`config.mk`:
```
export PLATFORM = sky130hd
export DESIGN_NAME = sbm_ctrl
export DESIGN_NICKNAME = d
export VERILOG_FILES = /design/src/inc/sbm_pkg.sv /design/src/rtl/sbm_timer.sv /design/src/rtl/sbm_map_mem.sv /design/src/rtl/sbm_ctrl.sv
export SDC_FILE = /design/constraint.sdc
export NUM_CORES = 1
export LEC_CHECK = 0
export ABC_AREA = 1
export BUFFER_PORTS_ARGS = -buffer_cell sky130_fd_sc_hd__buf_2
export CORE_ASPECT_RATIO = 0.9
export CORE_UTILIZATION = 55
export CTS_CLUSTER_DIAMETER = 120
export DETAILED_ROUTE_END_ITERATION = 10
export GPL_ROUTABILITY_DRIVEN = 0
export MAX_ROUTING_LAYER = met4
export PLACE_DENSITY_LB_ADDON = 0.08
export SLEW_MARGIN = 30
export SYNTH_ARGS = -nofsm -noshare
export SYNTH_HDL_FRONTEND = slang
export SYNTH_SLANG_ARGS = --single-unit
```
`constraint.sdc`:
```
create_clock -name aclk -period 2.59 [get_ports aclk]
set_input_delay 0.1295 -clock aclk [delete_from_list [all_inputs] [get_ports aclk]]
set_output_delay 0.1295 -clock aclk [all_outputs]
set_load 0.005 [all_outputs]
```
`src/inc/sbm_pkg.sv`:
```
package sbm_pkg;
   // Clock and timing
   localparam int CLK_MHZ       = 10;
   localparam int READY_TIME_US = 2000000;
   localparam int READY_CYCLES  = READY_TIME_US * CLK_MHZ;
   localparam int RESP_TIME_US  = 50;
   localparam int RESP_CYCLES   = RESP_TIME_US * CLK_MHZ;
   localparam int MAX_TRIES     = 3;

   // Topology limits
   localparam int NUM_PKG  = 8;
   localparam int NUM_CH   = 4;
   localparam int MAP_DEPTH = NUM_PKG * NUM_CH;
   localparam int MAP_AW   = 5;
   localparam logic [2:0] LAST_PKG = 3'h7;
   localparam logic [4:0] CH_PKG   = 5'h1f;
   localparam logic [4:0] CH_MAX   = 5'h04;
   localparam logic [2:0] CFG_LAST = 3'h4;

   // Command codes, response code is command or RSP_FLAG
   localparam logic [7:0] OP_CIS    = 8'h00;
   localparam logic [7:0] OP_SEL    = 8'h01;
   localparam logic [7:0] OP_DESEL  = 8'h02;
   localparam logic [7:0] OP_ENCH   = 8'h03;
   localparam logic [7:0] OP_NTX_EN = 8'h06;
   localparam logic [7:0] OP_NTX_DI = 8'h07;
   localparam logic [7:0] OP_AEN    = 8'h08;
   localparam logic [7:0] OP_MAC    = 8'h0e;
   localparam logic [7:0] OP_BCAST  = 8'h10;
   localparam logic [7:0] OP_GVI    = 8'h15;
   localparam logic [7:0] OP_GCAP   = 8'h16;
   localparam logic [7:0] RSP_FLAG  = 8'h80;
   localparam logic [47:0] PRM_ARB_ON  = 48'h1;
   localparam logic [47:0] PRM_ARB_OFF = 48'h0;

   // Register byte offsets and response codes
   localparam logic [7:0] REG_CTRL   = 8'h00;
   localparam logic [7:0] REG_AEN    = 8'h04;
   localparam logic [7:0] REG_TMO    = 8'h08;
   localparam logic [7:0] REG_STAT   = 8'h0c;
   localparam logic [7:0] REG_MAPSEL = 8'h10;
   localparam logic [7:0] REG_MAPDAT = 8'h14;
   localparam logic [7:0] REG_MACLO  = 8'h18;
   localparam logic [7:0] REG_MACHI  = 8'h1c;
   localparam logic [1:0] RESP_OKAY   = 2'h0;
   localparam logic [1:0] RESP_DECERR = 2'h3;

   typedef struct packed {
      logic [7:0]  opcode;
      logic [2:0]  pkg;
      logic [4:0]  ch;
      logic [47:0] param;
   } sbm_cmd_t;

   typedef struct packed {
      logic [7:0] opcode;
      logic [2:0] pkg;
      logic [4:0] ch;
      logic [7:0] version;
      logic [4:0] chan_cnt;
      logic       arb_ok;
   } sbm_rsp_t;

   typedef struct packed {
      logic       valid;
      logic       arb_ok;
      logic [4:0] chan_cnt;
      logic [7:0] version;
   } sbm_entry_t;

   typedef struct packed {
      logic [27:0] rsvd;
      logic        bcast_accept;
      logic        net_tx_en;
      logic        arb_allow;
      logic        start;
   } sbm_ctrl_t;

   typedef struct packed {
      logic [15:0] rsvd;
      logic [7:0]  present;
      logic [3:0]  pkg_cnt;
      logic        arb_on;
      logic        sel_open;
      logic        done;
      logic        busy;
   } sbm_status_t;

   typedef enum logic [3:0] {
      P_SEL, P_CIS, P_GVI, P_GCAP, P_DESEL,
      P_ISEL, P_CFG, P_IDESEL, P_ARB
   } sbm_phase_t;

   typedef enum logic [2:0] {
      S_IDLE, S_READY, S_PLAN, S_SEND, S_WAIT, S_NEXT, S_DONE
   } sbm_state_t;
endpackage : sbm_pkg

```
`src/rtl/sbm_timer.sv`:
```
`timescale 1ns/100ps
module sbm_timer
   import sbm_pkg::*;
(
   input  wire logic        aclk,
   input  wire logic        aresetn,
   input  wire logic        load,
   input  wire logic [31:0] load_val,
   output logic             expired
);
   logic [31:0] count_q;
   logic        run_q;
   logic        exp_q;

   // Expiry holds until the next load so the waiter cannot miss it
   always_ff @(posedge aclk) begin
      if (!aresetn) begin
         count_q <= 32'h0;
         run_q   <= 1'b0;
         exp_q   <= 1'b0;
      end else if (load) begin
         count_q <= load_val;
         run_q   <= 1'b1;
         exp_q   <= 1'b0;
      end else if (run_q) begin
         if (count_q <= 32'h1) begin
            run_q <= 1'b0;
            exp_q <= 1'b1;
         end else begin
            count_q <= count_q - 32'h1;
         end
      end
   end

   assign expired = exp_q;
endmodule : sbm_timer

```
`src/rtl/sbm_map_mem.sv`:
```
`timescale 1ns/100ps
module sbm_map_mem
   import sbm_pkg::*;
(
   input  wire logic              aclk,
   input  wire logic              we,
   input  wire logic [MAP_AW-1:0] waddr,
   input  wire sbm_entry_t        wdata,
   input  wire logic [MAP_AW-1:0] raddr,
   output sbm_entry_t             rdata
);
   sbm_entry_t mem_q [MAP_DEPTH];
   sbm_entry_t rdata_q;

   always_ff @(posedge aclk) begin
      if (we) begin
         mem_q[waddr] <= wdata;
      end
      rdata_q <= mem_q[raddr];
   end

   assign rdata = rdata_q;
endmodule : sbm_map_mem

```
`src/rtl/sbm_ctrl.sv`:
```
// Behaviour
// - Wait device ready interval before commands
// - Discover packages from lowest ID, arbitration off
// - Retry unanswered command, three tries total
// - All tries failed: package absent, next
// - Clear state per channel, then version, capabilities
// - Iterate channels up to first reported count, capped at CH_MAX
// - Keep capabilities including arbitration support
// - Deselect current package before selecting next
// - Never more than one package selected; a restart after arbitration leaves the arbitrated packages selected
// - Init: select, configure channels, deselect
// - Single package: arbitration may stay disabled
// - Many capable packages: select with arbitration on
// - With arbitration, no deselects needed
// - Arbitration wiring must be known beforehand
//
// Register access over AXI4-Lite and the register offsets are this design's own decisions.
`timescale 1ns/100ps
module sbm_ctrl
   import sbm_pkg::*;
#(
   parameter int READY_WAIT = READY_CYCLES
)(
   input  wire logic        aclk,
   input  wire logic        aresetn,
   input  wire logic [7:0]  awaddr,
   input  wire logic        awvalid,
   output logic             awready,
   input  wire logic [31:0] wdata,
   input  wire logic [3:0]  wstrb,
   input  wire logic        wvalid,
   output logic             wready,
   output logic [1:0]       bresp,
   output logic             bvalid,
   input  wire logic        bready,
   input  wire logic [7:0]  araddr,
   input  wire logic        arvalid,
   output logic             arready,
   output logic [31:0]      rdata,
   output logic [1:0]       rresp,
   output logic             rvalid,
   input  wire logic        rready,
   output sbm_cmd_t         cmd,
   output logic             cmd_valid,
   input  wire logic        cmd_ready,
   input  wire sbm_rsp_t    rsp,
   input  wire logic        rsp_valid
);
   sbm_ctrl_t   ctrl_q;
   logic [31:0] aen_q, tmo_q, maclo_q, machi_q;
   logic [MAP_AW-1:0] mapsel_q;
   logic        start_q;
   logic        awready_q, wready_q, bvalid_q, arready_q, rvalid_q;
   logic [1:0]  bresp_q, rresp_q;
   logic [7:0]  awaddr_q;
   logic [31:0] wdata_q, wmask, rdata_q;
   logic        aw_got_q, w_got_q;
   sbm_status_t stat;
   sbm_entry_t  map_rd, map_wd;

   sbm_state_t  state_q;
   sbm_phase_t  phase_q;
   sbm_cmd_t    cmd_q;
   sbm_rsp_t    rsp_q;
   logic        cmd_valid_q, ok_q, ready_done_q, done_q, sel_open_q;
   logic        arb_all_q, arb_on_q;
   logic [2:0]  pkg_q, cfg_q;
   logic [4:0]  ch_q, chan_total_q;
   logic [1:0]  tries_q;
   logic [3:0]  pkg_cnt_q;
   logic [7:0]  pres_q;
   logic [4:0]  chans_q [NUM_PKG];
   logic        rsp_match, tmr_load, tmr_exp, mem_we;
   logic [31:0] tmr_val;
   logic [4:0]  cnt_lim, ch_next;

   // ---------------- Register slave ----------------
   assign wmask = {{8{wstrb[3]}}, {8{wstrb[2]}},
                   {8{wstrb[1]}}, {8{wstrb[0]}}};

   always_ff @(posedge aclk) begin
      if (!aresetn) begin
         awready_q <= 1'b1;
         wready_q  <= 1'b1;
         aw_got_q  <= 1'b0;
         w_got_q   <= 1'b0;
         bvalid_q  <= 1'b0;
         bresp_q   <= RESP_OKAY;
         awaddr_q  <= 8'h0;
         wdata_q   <= 32'h0;
         ctrl_q    <= '0;
         aen_q     <= 32'h0;
         tmo_q     <= RESP_CYCLES;
         maclo_q   <= 32'h0;
         machi_q   <= 32'h0;
         mapsel_q  <= '0;
         start_q   <= 1'b0;
      end else begin
         start_q <= 1'b0;
         if (awvalid && awready_q) begin
            awaddr_q  <= awaddr;
            aw_got_q  <= 1'b1;
            awready_q <= 1'b0;
         end
         if (wvalid && wready_q) begin
            wdata_q  <= wdata & wmask;
            w_got_q  <= 1'b1;
            wready_q <= 1'b0;
         end
         if (aw_got_q && w_got_q && !bvalid_q) begin
            bvalid_q <= 1'b1;
            bresp_q  <= RESP_OKAY;
            case (awaddr_q)
               REG_CTRL: begin
                  ctrl_q <= sbm_ctrl_t'(wdata_q);
                  start_q <= wdata_q[0] && !stat.busy;
               end
               REG_AEN:    aen_q <= wdata_q;
               REG_TMO:    tmo_q <= wdata_q;
               REG_MAPSEL: mapsel_q <= wdata_q[MAP_AW-1:0];
               REG_MACLO:  maclo_q <= wdata_q;
               REG_MACHI:  machi_q <= wdata_q;
               REG_STAT, REG_MAPDAT: bresp_q <= RESP_OKAY;
               default:    bresp_q <= RESP_DECERR;
            endcase
         end
         if (bvalid_q && bready) begin
            bvalid_q  <= 1'b0;
            aw_got_q  <= 1'b0;
            w_got_q   <= 1'b0;
            awready_q <= 1'b1;
            wready_q  <= 1'b1;
         end
         ctrl_q.start <= 1'b0;
      end
   end

   assign stat = '{rsvd: 16'h0, present: pres_q, pkg_cnt: pkg_cnt_q,
                   arb_on: arb_on_q, sel_open: sel_open_q,
                   done: done_q,
                   busy: (state_q != S_IDLE) && (state_q != S_DONE)};

   always_ff @(posedge aclk) begin
      if (!aresetn) begin
         arready_q <= 1'b1;
         rvalid_q  <= 1'b0;
         rdata_q   <= 32'h0;
         rresp_q   <= RESP_OKAY;
      end else if (arvalid && arready_q) begin
         arready_q <= 1'b0;
         rvalid_q  <= 1'b1;
         rresp_q   <= RESP_OKAY;
         case (araddr)
            REG_CTRL:   rdata_q <= 32'(ctrl_q);
            REG_AEN:    rdata_q <= aen_q;
            REG_TMO:    rdata_q <= tmo_q;
            REG_STAT:   rdata_q <= 32'(stat);
            REG_MAPSEL: rdata_q <= 32'(mapsel_q);
            REG_MAPDAT: rdata_q <= 32'(map_rd);
            REG_MACLO:  rdata_q <= maclo_q;
            REG_MACHI:  rdata_q <= machi_q;
            default: begin
               rdata_q <= 32'h0;
               rresp_q <= RESP_DECERR;
            end
         endcase
      end else if (rvalid_q && rready) begin
         rvalid_q  <= 1'b0;
         arready_q <= 1'b1;
      end
   end

   // ---------------- Sequencer ----------------
   assign rsp_match = rsp_valid && (state_q == S_WAIT)
                      && rsp.opcode == (cmd_q.opcode | RSP_FLAG)
                      && rsp.pkg == cmd_q.pkg && rsp.ch == cmd_q.ch;
   // A restart from done must wait the full ready interval again
   assign tmr_load  = ((state_q == S_IDLE || state_q == S_DONE) && start_q)
                      || (state_q == S_SEND && cmd_ready);
   assign tmr_val   = (state_q == S_SEND) ? tmo_q : READY_WAIT;
   assign cnt_lim   = (rsp_q.chan_cnt > CH_MAX) ? CH_MAX : rsp_q.chan_cnt;
   assign ch_next   = ch_q + 5'h1;
   assign mem_we    = state_q == S_NEXT && phase_q == P_GCAP && ok_q;
   assign map_wd    = '{valid: 1'b1, arb_ok: rsp_q.arb_ok,
                        chan_cnt: rsp_q.chan_cnt, version: rsp_q.version};

   sbm_timer u_timer (
      .aclk     (aclk),
      .aresetn  (aresetn),
      .load     (tmr_load),
      .load_val (tmr_val),
      .expired  (tmr_exp)
   );

   sbm_map_mem u_map (
      .aclk  (aclk),
      .we    (mem_we),
      .waddr ({pkg_q, ch_q[1:0]}),
      .wdata (map_wd),
      .raddr (mapsel_q),
      .rdata (map_rd)
   );

   always_ff @(posedge aclk) begin
      if (!aresetn) begin
         state_q      <= S_IDLE;
         phase_q      <= P_SEL;
         cmd_q        <= '0;
         cmd_valid_q  <= 1'b0;
         rsp_q        <= '0;
         ok_q         <= 1'b0;
         ready_done_q <= 1'b0;
         done_q       <= 1'b0;
         sel_open_q   <= 1'b0;
         arb_all_q    <= 1'b1;
         arb_on_q     <= 1'b0;
         pkg_q        <= 3'h0;
         cfg_q        <= 3'h0;
         ch_q         <= 5'h0;
         chan_total_q <= 5'h0;
         tries_q      <= 2'h0;
         pkg_cnt_q    <= 4'h0;
         pres_q       <= 8'h0;
         for (int i = 0; i < NUM_PKG; i++) chans_q[i] <= 5'h0;
      end else begin
         case (state_q)
            S_IDLE, S_DONE: if (start_q) begin
               state_q <= S_READY;
               ready_done_q <= 1'b0; done_q <= 1'b0;
               pres_q <= 8'h0; pkg_cnt_q <= 4'h0; arb_on_q <= 1'b0;
               arb_all_q <= 1'b1; pkg_q <= 3'h0; phase_q <= P_SEL;
            end
            S_READY: if (tmr_exp) begin
               ready_done_q <= 1'b1;
               state_q <= S_PLAN;
            end
            S_PLAN: begin
               state_q <= S_SEND;
               cmd_valid_q <= 1'b1;
               cmd_q.pkg   <= pkg_q;
               cmd_q.ch    <= ch_q;
               cmd_q.param <= PRM_ARB_OFF;
               case (phase_q)
                  P_SEL, P_ISEL: begin
                     cmd_q.opcode <= OP_SEL;
                     cmd_q.ch <= CH_PKG;
                  end
                  P_CIS:  cmd_q.opcode <= OP_CIS;
                  P_GVI:  cmd_q.opcode <= OP_GVI;
                  P_GCAP: cmd_q.opcode <= OP_GCAP;
                  P_DESEL, P_IDESEL: begin
                     cmd_q.opcode <= OP_DESEL;
                     cmd_q.ch <= CH_PKG;
                  end
                  P_CFG: case (cfg_q)
                     3'h0: begin
                        cmd_q.opcode <= OP_MAC;
                        cmd_q.param <= {machi_q[15:0], maclo_q};
                     end
                     3'h1: begin
                        cmd_q.opcode <= OP_BCAST;
                        cmd_q.param <= 48'(ctrl_q.bcast_accept);
                     end
                     3'h2: begin
                        cmd_q.opcode <= OP_AEN;
                        cmd_q.param <= 48'(aen_q);
                     end
                     3'h3: cmd_q.opcode <= ctrl_q.net_tx_en ?
                                           OP_NTX_EN : OP_NTX_DI;
                     default: cmd_q.opcode <= OP_ENCH;
                  endcase
                  P_ARB: begin
                     cmd_q.opcode <= OP_SEL;
                     cmd_q.ch <= CH_PKG;
                     cmd_q.param <= PRM_ARB_ON;
                  end
                  default: cmd_q.opcode <= OP_CIS;
               endcase
               if ((phase_q == P_ISEL || phase_q == P_IDESEL
                    || phase_q == P_ARB) && !pres_q[pkg_q]) begin
                  cmd_valid_q <= 1'b0;
                  ok_q <= 1'b0;
                  state_q <= S_NEXT;
               end
            end
            S_SEND: if (cmd_ready) begin
               cmd_valid_q <= 1'b0;
               state_q <= S_WAIT;
            end
            S_WAIT: if (rsp_match) begin
               rsp_q <= rsp;
               ok_q <= 1'b1;
               tries_q <= 2'h0;
               state_q <= S_NEXT;
            end else if (tmr_exp) begin
               if (32'(tries_q) == MAX_TRIES - 1) begin
                  ok_q <= 1'b0;
                  tries_q <= 2'h0;
                  state_q <= S_NEXT;
               end else begin
                  tries_q <= tries_q + 2'h1;
                  cmd_valid_q <= 1'b1;
                  state_q <= S_SEND;
               end
            end
            S_NEXT: begin
               state_q <= S_PLAN;
               case (phase_q)
                  P_SEL: if (ok_q) begin
                     pres_q[pkg_q] <= 1'b1;
                     pkg_cnt_q <= pkg_cnt_q + 4'h1;
                     sel_open_q <= 1'b1;
                     ch_q <= 5'h0;
                     chan_total_q <= CH_MAX;
                     phase_q <= P_CIS;
                  end else if (pkg_q == LAST_PKG) begin
                     pkg_q <= 3'h0;
                     phase_q <= P_ISEL;
                  end else begin
                     pkg_q <= pkg_q + 3'h1;
                  end
                  P_CIS: phase_q <= ok_q ? P_GVI : P_DESEL;
                  P_GVI: phase_q <= P_GCAP;
                  P_GCAP: begin
                     if (ok_q) begin
                        arb_all_q <= arb_all_q & rsp_q.arb_ok;
                        chans_q[pkg_q] <= ch_next;
                        if (ch_q == 5'h0) chan_total_q <= cnt_lim;
                     end
                     if (ok_q && ch_next < ((ch_q == 5'h0) ? cnt_lim
                                            : chan_total_q)) begin
                        ch_q <= ch_next;
                        phase_q <= P_CIS;
                     end else begin
                        phase_q <= P_DESEL;
                     end
                  end
                  P_DESEL, P_IDESEL: begin
                     sel_open_q <= 1'b0;
                     ch_q <= 5'h0;
                     if (pkg_q != LAST_PKG) begin
                        pkg_q <= pkg_q + 3'h1;
                        phase_q <= (phase_q == P_DESEL) ? P_SEL : P_ISEL;
                     end else begin
                        pkg_q <= 3'h0;
                        if (phase_q == P_DESEL) begin
                           phase_q <= P_ISEL;
                        end else if (ctrl_q.arb_allow && arb_all_q
                                     && pkg_cnt_q > 4'h1) begin
                           phase_q <= P_ARB;
                        end else begin
                           state_q <= S_DONE;
                           done_q <= 1'b1;
                        end
                     end
                  end
                  P_ISEL: begin
                     sel_open_q <= ok_q;
                     ch_q <= 5'h0;
                     cfg_q <= 3'h0;
                     phase_q <= (ok_q && chans_q[pkg_q] != 5'h0) ?
                                P_CFG : P_IDESEL;
                  end
                  P_CFG: if (cfg_q != CFG_LAST) begin
                     cfg_q <= cfg_q + 3'h1;
                  end else begin
                     cfg_q <= 3'h0;
                     if (ch_next < chans_q[pkg_q]) ch_q <= ch_next;
                     else phase_q <= P_IDESEL;
                  end
                  P_ARB: begin
                     if (ok_q) arb_on_q <= 1'b1;
                     if (pkg_q == LAST_PKG) begin
                        state_q <= S_DONE;
                        done_q <= 1'b1;
                     end else begin
                        pkg_q <= pkg_q + 3'h1;
                     end
                  end
                  default: state_q <= S_DONE;
               endcase
            end
            default: state_q <= S_IDLE;
         endcase
      end
   end

   assign awready = awready_q;
   assign wready  = wready_q;
   assign bvalid  = bvalid_q;
   assign bresp   = bresp_q;
   assign arready = arready_q;
   assign rvalid  = rvalid_q;
   assign rdata   = rdata_q;
   assign rresp   = rresp_q;
   assign cmd     = cmd_q;
   assign cmd_valid = cmd_valid_q;
endmodule : sbm_ctrl

```
# --- Yosys cells after proc, flatten, opt, wreduce, memory -nomap -nowiden ---
# Memories as Yosys holds them, arrays and structs flattened. A register that Yosys moved wholly into a read port is not among the register bits.
# Index checks and enable logic that the tools add are counted.
op_classes:
  n_addsub: 6
  multipliers: 0
  div: 0
  order_cmp: 7
  n_eq_ne: 71
  shift: 0
  n_mux: 119
  bitwise_logic: 4
  n_reduce_logical: 83
ops:
  columns: ["cell", "count"]
  rows:
  - ["one-hot mux 32 bit (8 select lines)", 1]
  - ["one-hot mux 48 bit (3 select lines)", 1]
  - ["two-way mux 32 bit", 4]
  - ["one-hot mux 48 bit (2 select lines)", 1]
  - ["two-way mux 3 bit", 23]
  - ["equality test 8 x 5 -> 1 bit, second input constant", 8]
  - ["two-way mux 5 bit", 10]
  - ["two-way mux 4 bit", 10]
  - ["one-hot mux 5 bit (4 select lines)", 2]
  - ["one-hot mux 8 bit (5 select lines)", 1]
  - ["two-way mux 1 bit", 39]
  - ["AND 32 bit", 1]
  - ["equality test 8 x 4 -> 1 bit, second input constant", 4]
  - ["less-or-equal comparator 32 x 1 -> 1 bit, second input constant", 1]
  - ["subtractor 32 x 1 -> 32 bit, second input constant", 1]
  - ["inequality test 3 bit, second input constant", 10]
  - ["one-hot mux 4 bit (7 select lines)", 1]
  - ["two-way mux 8 bit", 3]
  - ["AND reduction 4 bit", 6]
  - ["logical AND 1 bit", 23]
  - ["inequality test 2 bit, second input constant", 11]
  - ["AND reduction 2 bit", 11]
  - ["one-hot mux 3 bit (3 select lines)", 2]
  - ["one-hot mux 3 bit (6 select lines)", 1]
  - ["other kinds (59)", 115]
totals:
  register_bits: 405
  latch_bits: 0
  ram_bits: 488
  romBits: 0
  out_inout_bits: 106
  elab_cells: 341
  n_memories: 2
memory_table:
  columns: ["memory", "words", "word_bits", "read_ports", "rd_clocked_by_memory_dff", "write_ports", "line", "text"]
  rows:
  - ["u_map.mem_q", 32, 14, 1, 1, 1, "sbm_map_mem.sv:12", "sbm_entry_t mem_q [MAP_DEPTH];"]
  - ["chans_q", 8, 5, 1, 1, 8, "sbm_ctrl.sv:72", "logic [4:0] chans_q [NUM_PKG];"]

# --- Depth between registers and ports, before layout ---
depth:
  ltp_word: 8
  depth_mapped: 20
  mapped_depth_nobuf: 19

# --- Cells and area by module ---
# A second synthesis with hierarchy kept.
hier_totals:
  hier_cells: 4473
  area_unflattened_um2: 40293.6
modules_own_cells:
  columns: ["module", "n_inst", "cells_each", "area_per_inst_um2", "seq_area_each_um2"]
  rows:
  - ["sbm_map_mem", 1, 1685, 19887.8, 14714.1]
  - ["sbm_ctrl", 1, 2346, 17880.9, 8548.2]
  - ["sbm_timer", 1, 442, 2524.9, 680.7]

# --- Worst setup path after synthesis ---
# No wires, ideal clock.
synth_timing:
  path_type: "register -> register"
  start: "register ch_q[0]"
  end: "register ch_q[0]"
  setup_ns: 0.113
  arrival_ns: 2.417
  t_required_ns: 2.477
  setup_slack_ns: 0.060
  stages_incl_launch_ff: 17
  path_buffers: 1
  period_less_slack_ns: 2.530
  path_cell_list: "dfxtp_1 -> clkbuf_1 -> inv_1 -> ha_1 -> nand2_1 -> nor2_2 -> o21ai_0 -> ha_1 -> a21oi_1 -> o211a_1 -> nand2_1 -> nand2_1 -> nand2_1 -> a21oi_4 -> nand2_1 -> nand2_1 -> nor2_1"
synth_via:
  elab_cells_between_ends: 13
synth_rtl:
  columns: ["element", "line", "text"]
  rows:
  - ["from (decl)", "sbm_ctrl.sv:68", "logic [4:0] ch_q, chan_total_q;"]
  - ["from (signal assigned)", "sbm_ctrl.sv:332", "ch_q <= ch_next;"]
  - ["from (signal assigned)", "sbm_ctrl.sv:368", "if (ch_next < chans_q[pkg_q]) ch_q <= ch_next;"]
  - ["adder 5 x 1 -> 5 bit *", "sbm_ctrl.sv:182", "assign ch_next = ch_q + 5'h1;"]
  - ["via ch_next[0]", "sbm_ctrl.sv:75", "logic [4:0] cnt_lim, ch_next;"]
  - ["< comparator 5 bit", "sbm_ctrl.sv:330", "if (ok_q && ch_next < ((ch_q == 5'h0) ? cnt_lim"]
  - ["logical AND 1 bit", "sbm_ctrl.sv:330", null]
  - ["inequality test 2 x 1 -> 1 bit (no line)", null, null]
  - ["AND reduction 6 bit (no line)", null, null]
# The timed path passes the listed nets; every way through them passes the cells marked *. The select of a mux whose other input is x is not followed.
# A chain may end at the register's enable or synchronous reset.

# --- Worst setup path in the final report ---
layout_timing:
  start: "register state_q[2]"
  end: "memory u_map.mem_q[19][3] (netlist bit), enable pin"
layout_via:
  elab_chain_cells: 5
layout_lines:
  columns: ["element", "line", "text"]
  rows:
  - ["from (decl)", "sbm_ctrl.sv:61", "sbm_state_t state_q;"]
  - ["from (signal assigned)", "sbm_ctrl.sv:206", "state_q <= S_IDLE;"]
  - ["from (signal assigned)", "sbm_ctrl.sv:228", "state_q <= S_READY;"]
  - ["from (signal assigned)", "sbm_ctrl.sv:235", "state_q <= S_PLAN;"]
  - ["equality test 3 bit", "sbm_ctrl.sv:183", "assign mem_we = state_q == S_NEXT && phase_q == P_GCAP && ok_q;"]
  - ["logical AND 1 bit (2 in series)", "sbm_ctrl.sv:183", null]
  - ["two-way mux 1 bit", "sbm_map_mem.sv:16", "if (we) begin"]
  - ["two-way mux 1 bit (not written as such)", "sbm_map_mem.sv:17", "mem_q[waddr] <= wdata;"]
  - ["to (decl)", "sbm_map_mem.sv:12", null]
# No other way between the ends.

==> out/results.ini <==
[route]
vias=30717
wirelength_um=116200
drtIter0Drc=3951
firstDrtPassIters=6
drc=0
wl_per_cell_um=22.75
viasPerCell=6.016
ant_nets=0

[logic_synthesis]
ys_seq_area_frac=0.6120
yosys_warnings=0
yosysUniqueCellTypes=59
synth_top_family_by_area=compound AO/OA/AOI/OAI gates
synthSimpleGateAreaFrac=0.1377
synth_compound_area_frac=0.1820
synth_cells=3872
synth-xor-area-share=0.006069
ys_ff_latch=903
synth_area_mm2=0.03752
syn_area_per_cell_um2=9.691
synth_ff_type=edfxtp_1
synth_edf_count=488
synthAdderAreaFrac=0.008336
async_reset_ff_frac=0
synth.area.mux_share=0

[sta]
setup_tns_ps=0
period_minus_slack_ps=2444
setup_viol=0
slew_violations=0
fmax_ghz=0.4092
hold_violations=0
relSlewSlack=0.4248
worst_pin_slew_ps=862.8
finClkSkew_ps=21.49
worst_slack_ps=146.0
hold_ws_ps=51.31
period_share=0.9436

[critical_path]
cp.required_ps=2920
start_kind=register
cp_max_fo=10
end_kind=register
crit_arrival_ps=2770
critPathKind=reg -> reg

[clock_tree]
clock_sinks=903
root_buffer=clkbuf_16
cts_buffers=90
h-tree-depth=3
clk_latency_ps=650
cts_tree=yes
clkTransAtPathRegs_ps=60
cts.path.max_buffers=3

[place]
pre_cts_ws_ps=113.8
dpl_cell_area_mm2=0.03996
dp_cells=4841
dp_hpwl_um=74900
io_buffers=193

[die]
rows=90
pin_count=197
fp.dieW_um=277.3
die-area_mm2=0.06927
die_h_um=249.8
coreArea_mm2=0.06723
initial_core_util=0.5581

[grt]
grt_antenna_before_repair=5
busiest_layer=met1
overflow=0
grt_max_degree=200
grt_pass1_vias=28150
grt_pass1_wl_um=174200
gr-usage-met1=0.4987
grtUsageTotal=0.3417
met2_usage=0.4612
met3_usage=0.08678

[power]
p_sw_mw=7.227
power.density_mw_per_mm2=701.9
pwr-share-seq=0.495
clkPwrFrac=0.437
peakVddDrop_uv=502.4
internal-power_mw=23.64
power.leakage_nw=15.29
p_comb_frac=0.068
swShare=0.2341

[finish]
stdcell_area_mm2=0.04397
final_common_cell=o21ai_0
syn2layout_area_growth_pct=17.19
finalNonFillerCells=5106
mostFrequentLayoutCells=o21ai_0, nor2_1, edfxtp_1
layout.nets=4268
drive_gt1_frac=0.1355

[run_status]
status=finished, final reports clean

[flow_run]
maxCapViolCount=0

[hold_path]
hold_class=in -> reg

==> final timing paths <==
kind	start	end	slack, ps	cells past startpoint
worst max register to register	state_q[2]	u_map.mem_q[19][3]	150	8
worst max-delay path	state_q[2]	u_map.mem_q[19][3]	150	8
worst min register to register	chan_total_q[3]	chan_total_q[3]	440	2
worst min-delay path	araddr[7]	rdata[0]	50	6
==> sequential cells by signal, indices dropped and copies added (netlist names), 4 cells and up, named ones only <==
| name | cells |
|---|---|
| pres_q | 8 |
| u_map.rdata | 14 |
| cmd | 61 |
| aen_q | 32 |
| u_timer.count_q | 32 |
| chans_q | 40 |
| pkg_cnt_q | 4 |
| tmo_q | 32 |
| ch_q | 5 |
| rdata | 32 |
| map_wd | 14 |
| u_map.mem_q | 448 |
| maclo_q | 32 |
| awaddr_q | 8 |
| wdata_q | 32 |
| chan_total_q | 5 |
| machi_q | 32 |
| phase_q | 4 |
| ctrl_q | 31 |
| mapsel_q | 5 |
==> layer usage <==
metal,up-vias,share of wire,wire (um)
li1,14274,-,-
met1,14616,0.44,50970
met2,1600,0.41,48050
met4,0,0.030,3534
met3,227,0.12,13630
met5,-,0,0
==> synthesized netlist by cell type, types with 12 or more instances <==
library cell,instances,area (um2)
buf_2,58,290.3
a32oi_1,14,122.6
edfxtp_1,488,14650
xnor2_1,16,140.1
o221ai_1,93,814.5
ha_1,25,312.8
nand2_1,402,1509
nor3_1,20,100.1
inv_1,239,897.1
o211ai_1,26,195.2
a31oi_1,34,212.7
o22ai_1,53,331.6
a21oi_1,335,1677
dfxtp_1,415,8308
a211oi_1,69,518.0
buf_1,17,63.81
o21ai_0,541,2708
buf_4,12,90.09
clkbuf_1,162,608.1
nor2_2,14,87.58
nand4_1,31,193.9
nor2_1,537,2016
nand3_1,167,835.8
==> layout make-up <==
cell class                 instances  area, um2
fill                            5420      23250
sequential                       903      22970
multi-input combinational       2466      12620
timing repair buffer             436       3269
clock buffer                     116       2481
tap                              874       1094
inverter                         255      973.4
clock inverter                    52      550.5
antenna                            4      10.01
==> critical path, stage by stage, from the launching register on <==
cell     delay, ps
dfxtp_1        540
nand3_4        130
nor2_1         190
inv_1           70
nor2_1          90
buf_4          180
nand2_1        370
nor2_1         280
buf_4          270
==> kinds of logic (layout without fill, tap and decap cells) <==
logic type                 count (synthesis)  after routing
buffers and inverters                    506            859
and+or+nand+nor                         1216           1216
xor gates and xnor gates                  26             26
other                                      1              7
AOI/OAI and AO/OA                       1195           1196
adders and majority gates                 25             25
DFF                                      903            903
==> through the flow <==
stage                 util  total power [mW]
global placement    0.5945             17.43
detailed placement  0.5945             17.45
finish              0.6541             30.86
global route        0.6541             31.74
CTS                 0.6528             30.84
floorplan                -             16.75
==> power by group through the flow <==
stage	logic, mW	registers (mW)	clock network [mW]
2_1_floorplan	1.22	15.5	0
3_3_place_gp	1.86	15.6	0
5_1_grt	2.32	15.3	14.1
6_report	2.11	15.3	13.5
4_1_cts	2.00	15.3	13.6
3_5_place_dp	1.87	15.6	0
==> timing repair <==
| action | in CTS | in global routing |
|---|---|---|
| endpoints found under the hold margin | 91 | 0 |
| buffers inserted | 0 | 3 |
| hold buffers | 89 | 0 |
| endpoints found under the setup margin | 0 | 22 |
| gates resized for setup | 0 | 12 |
Note: power is estimated with default switching activity, not from simulation.
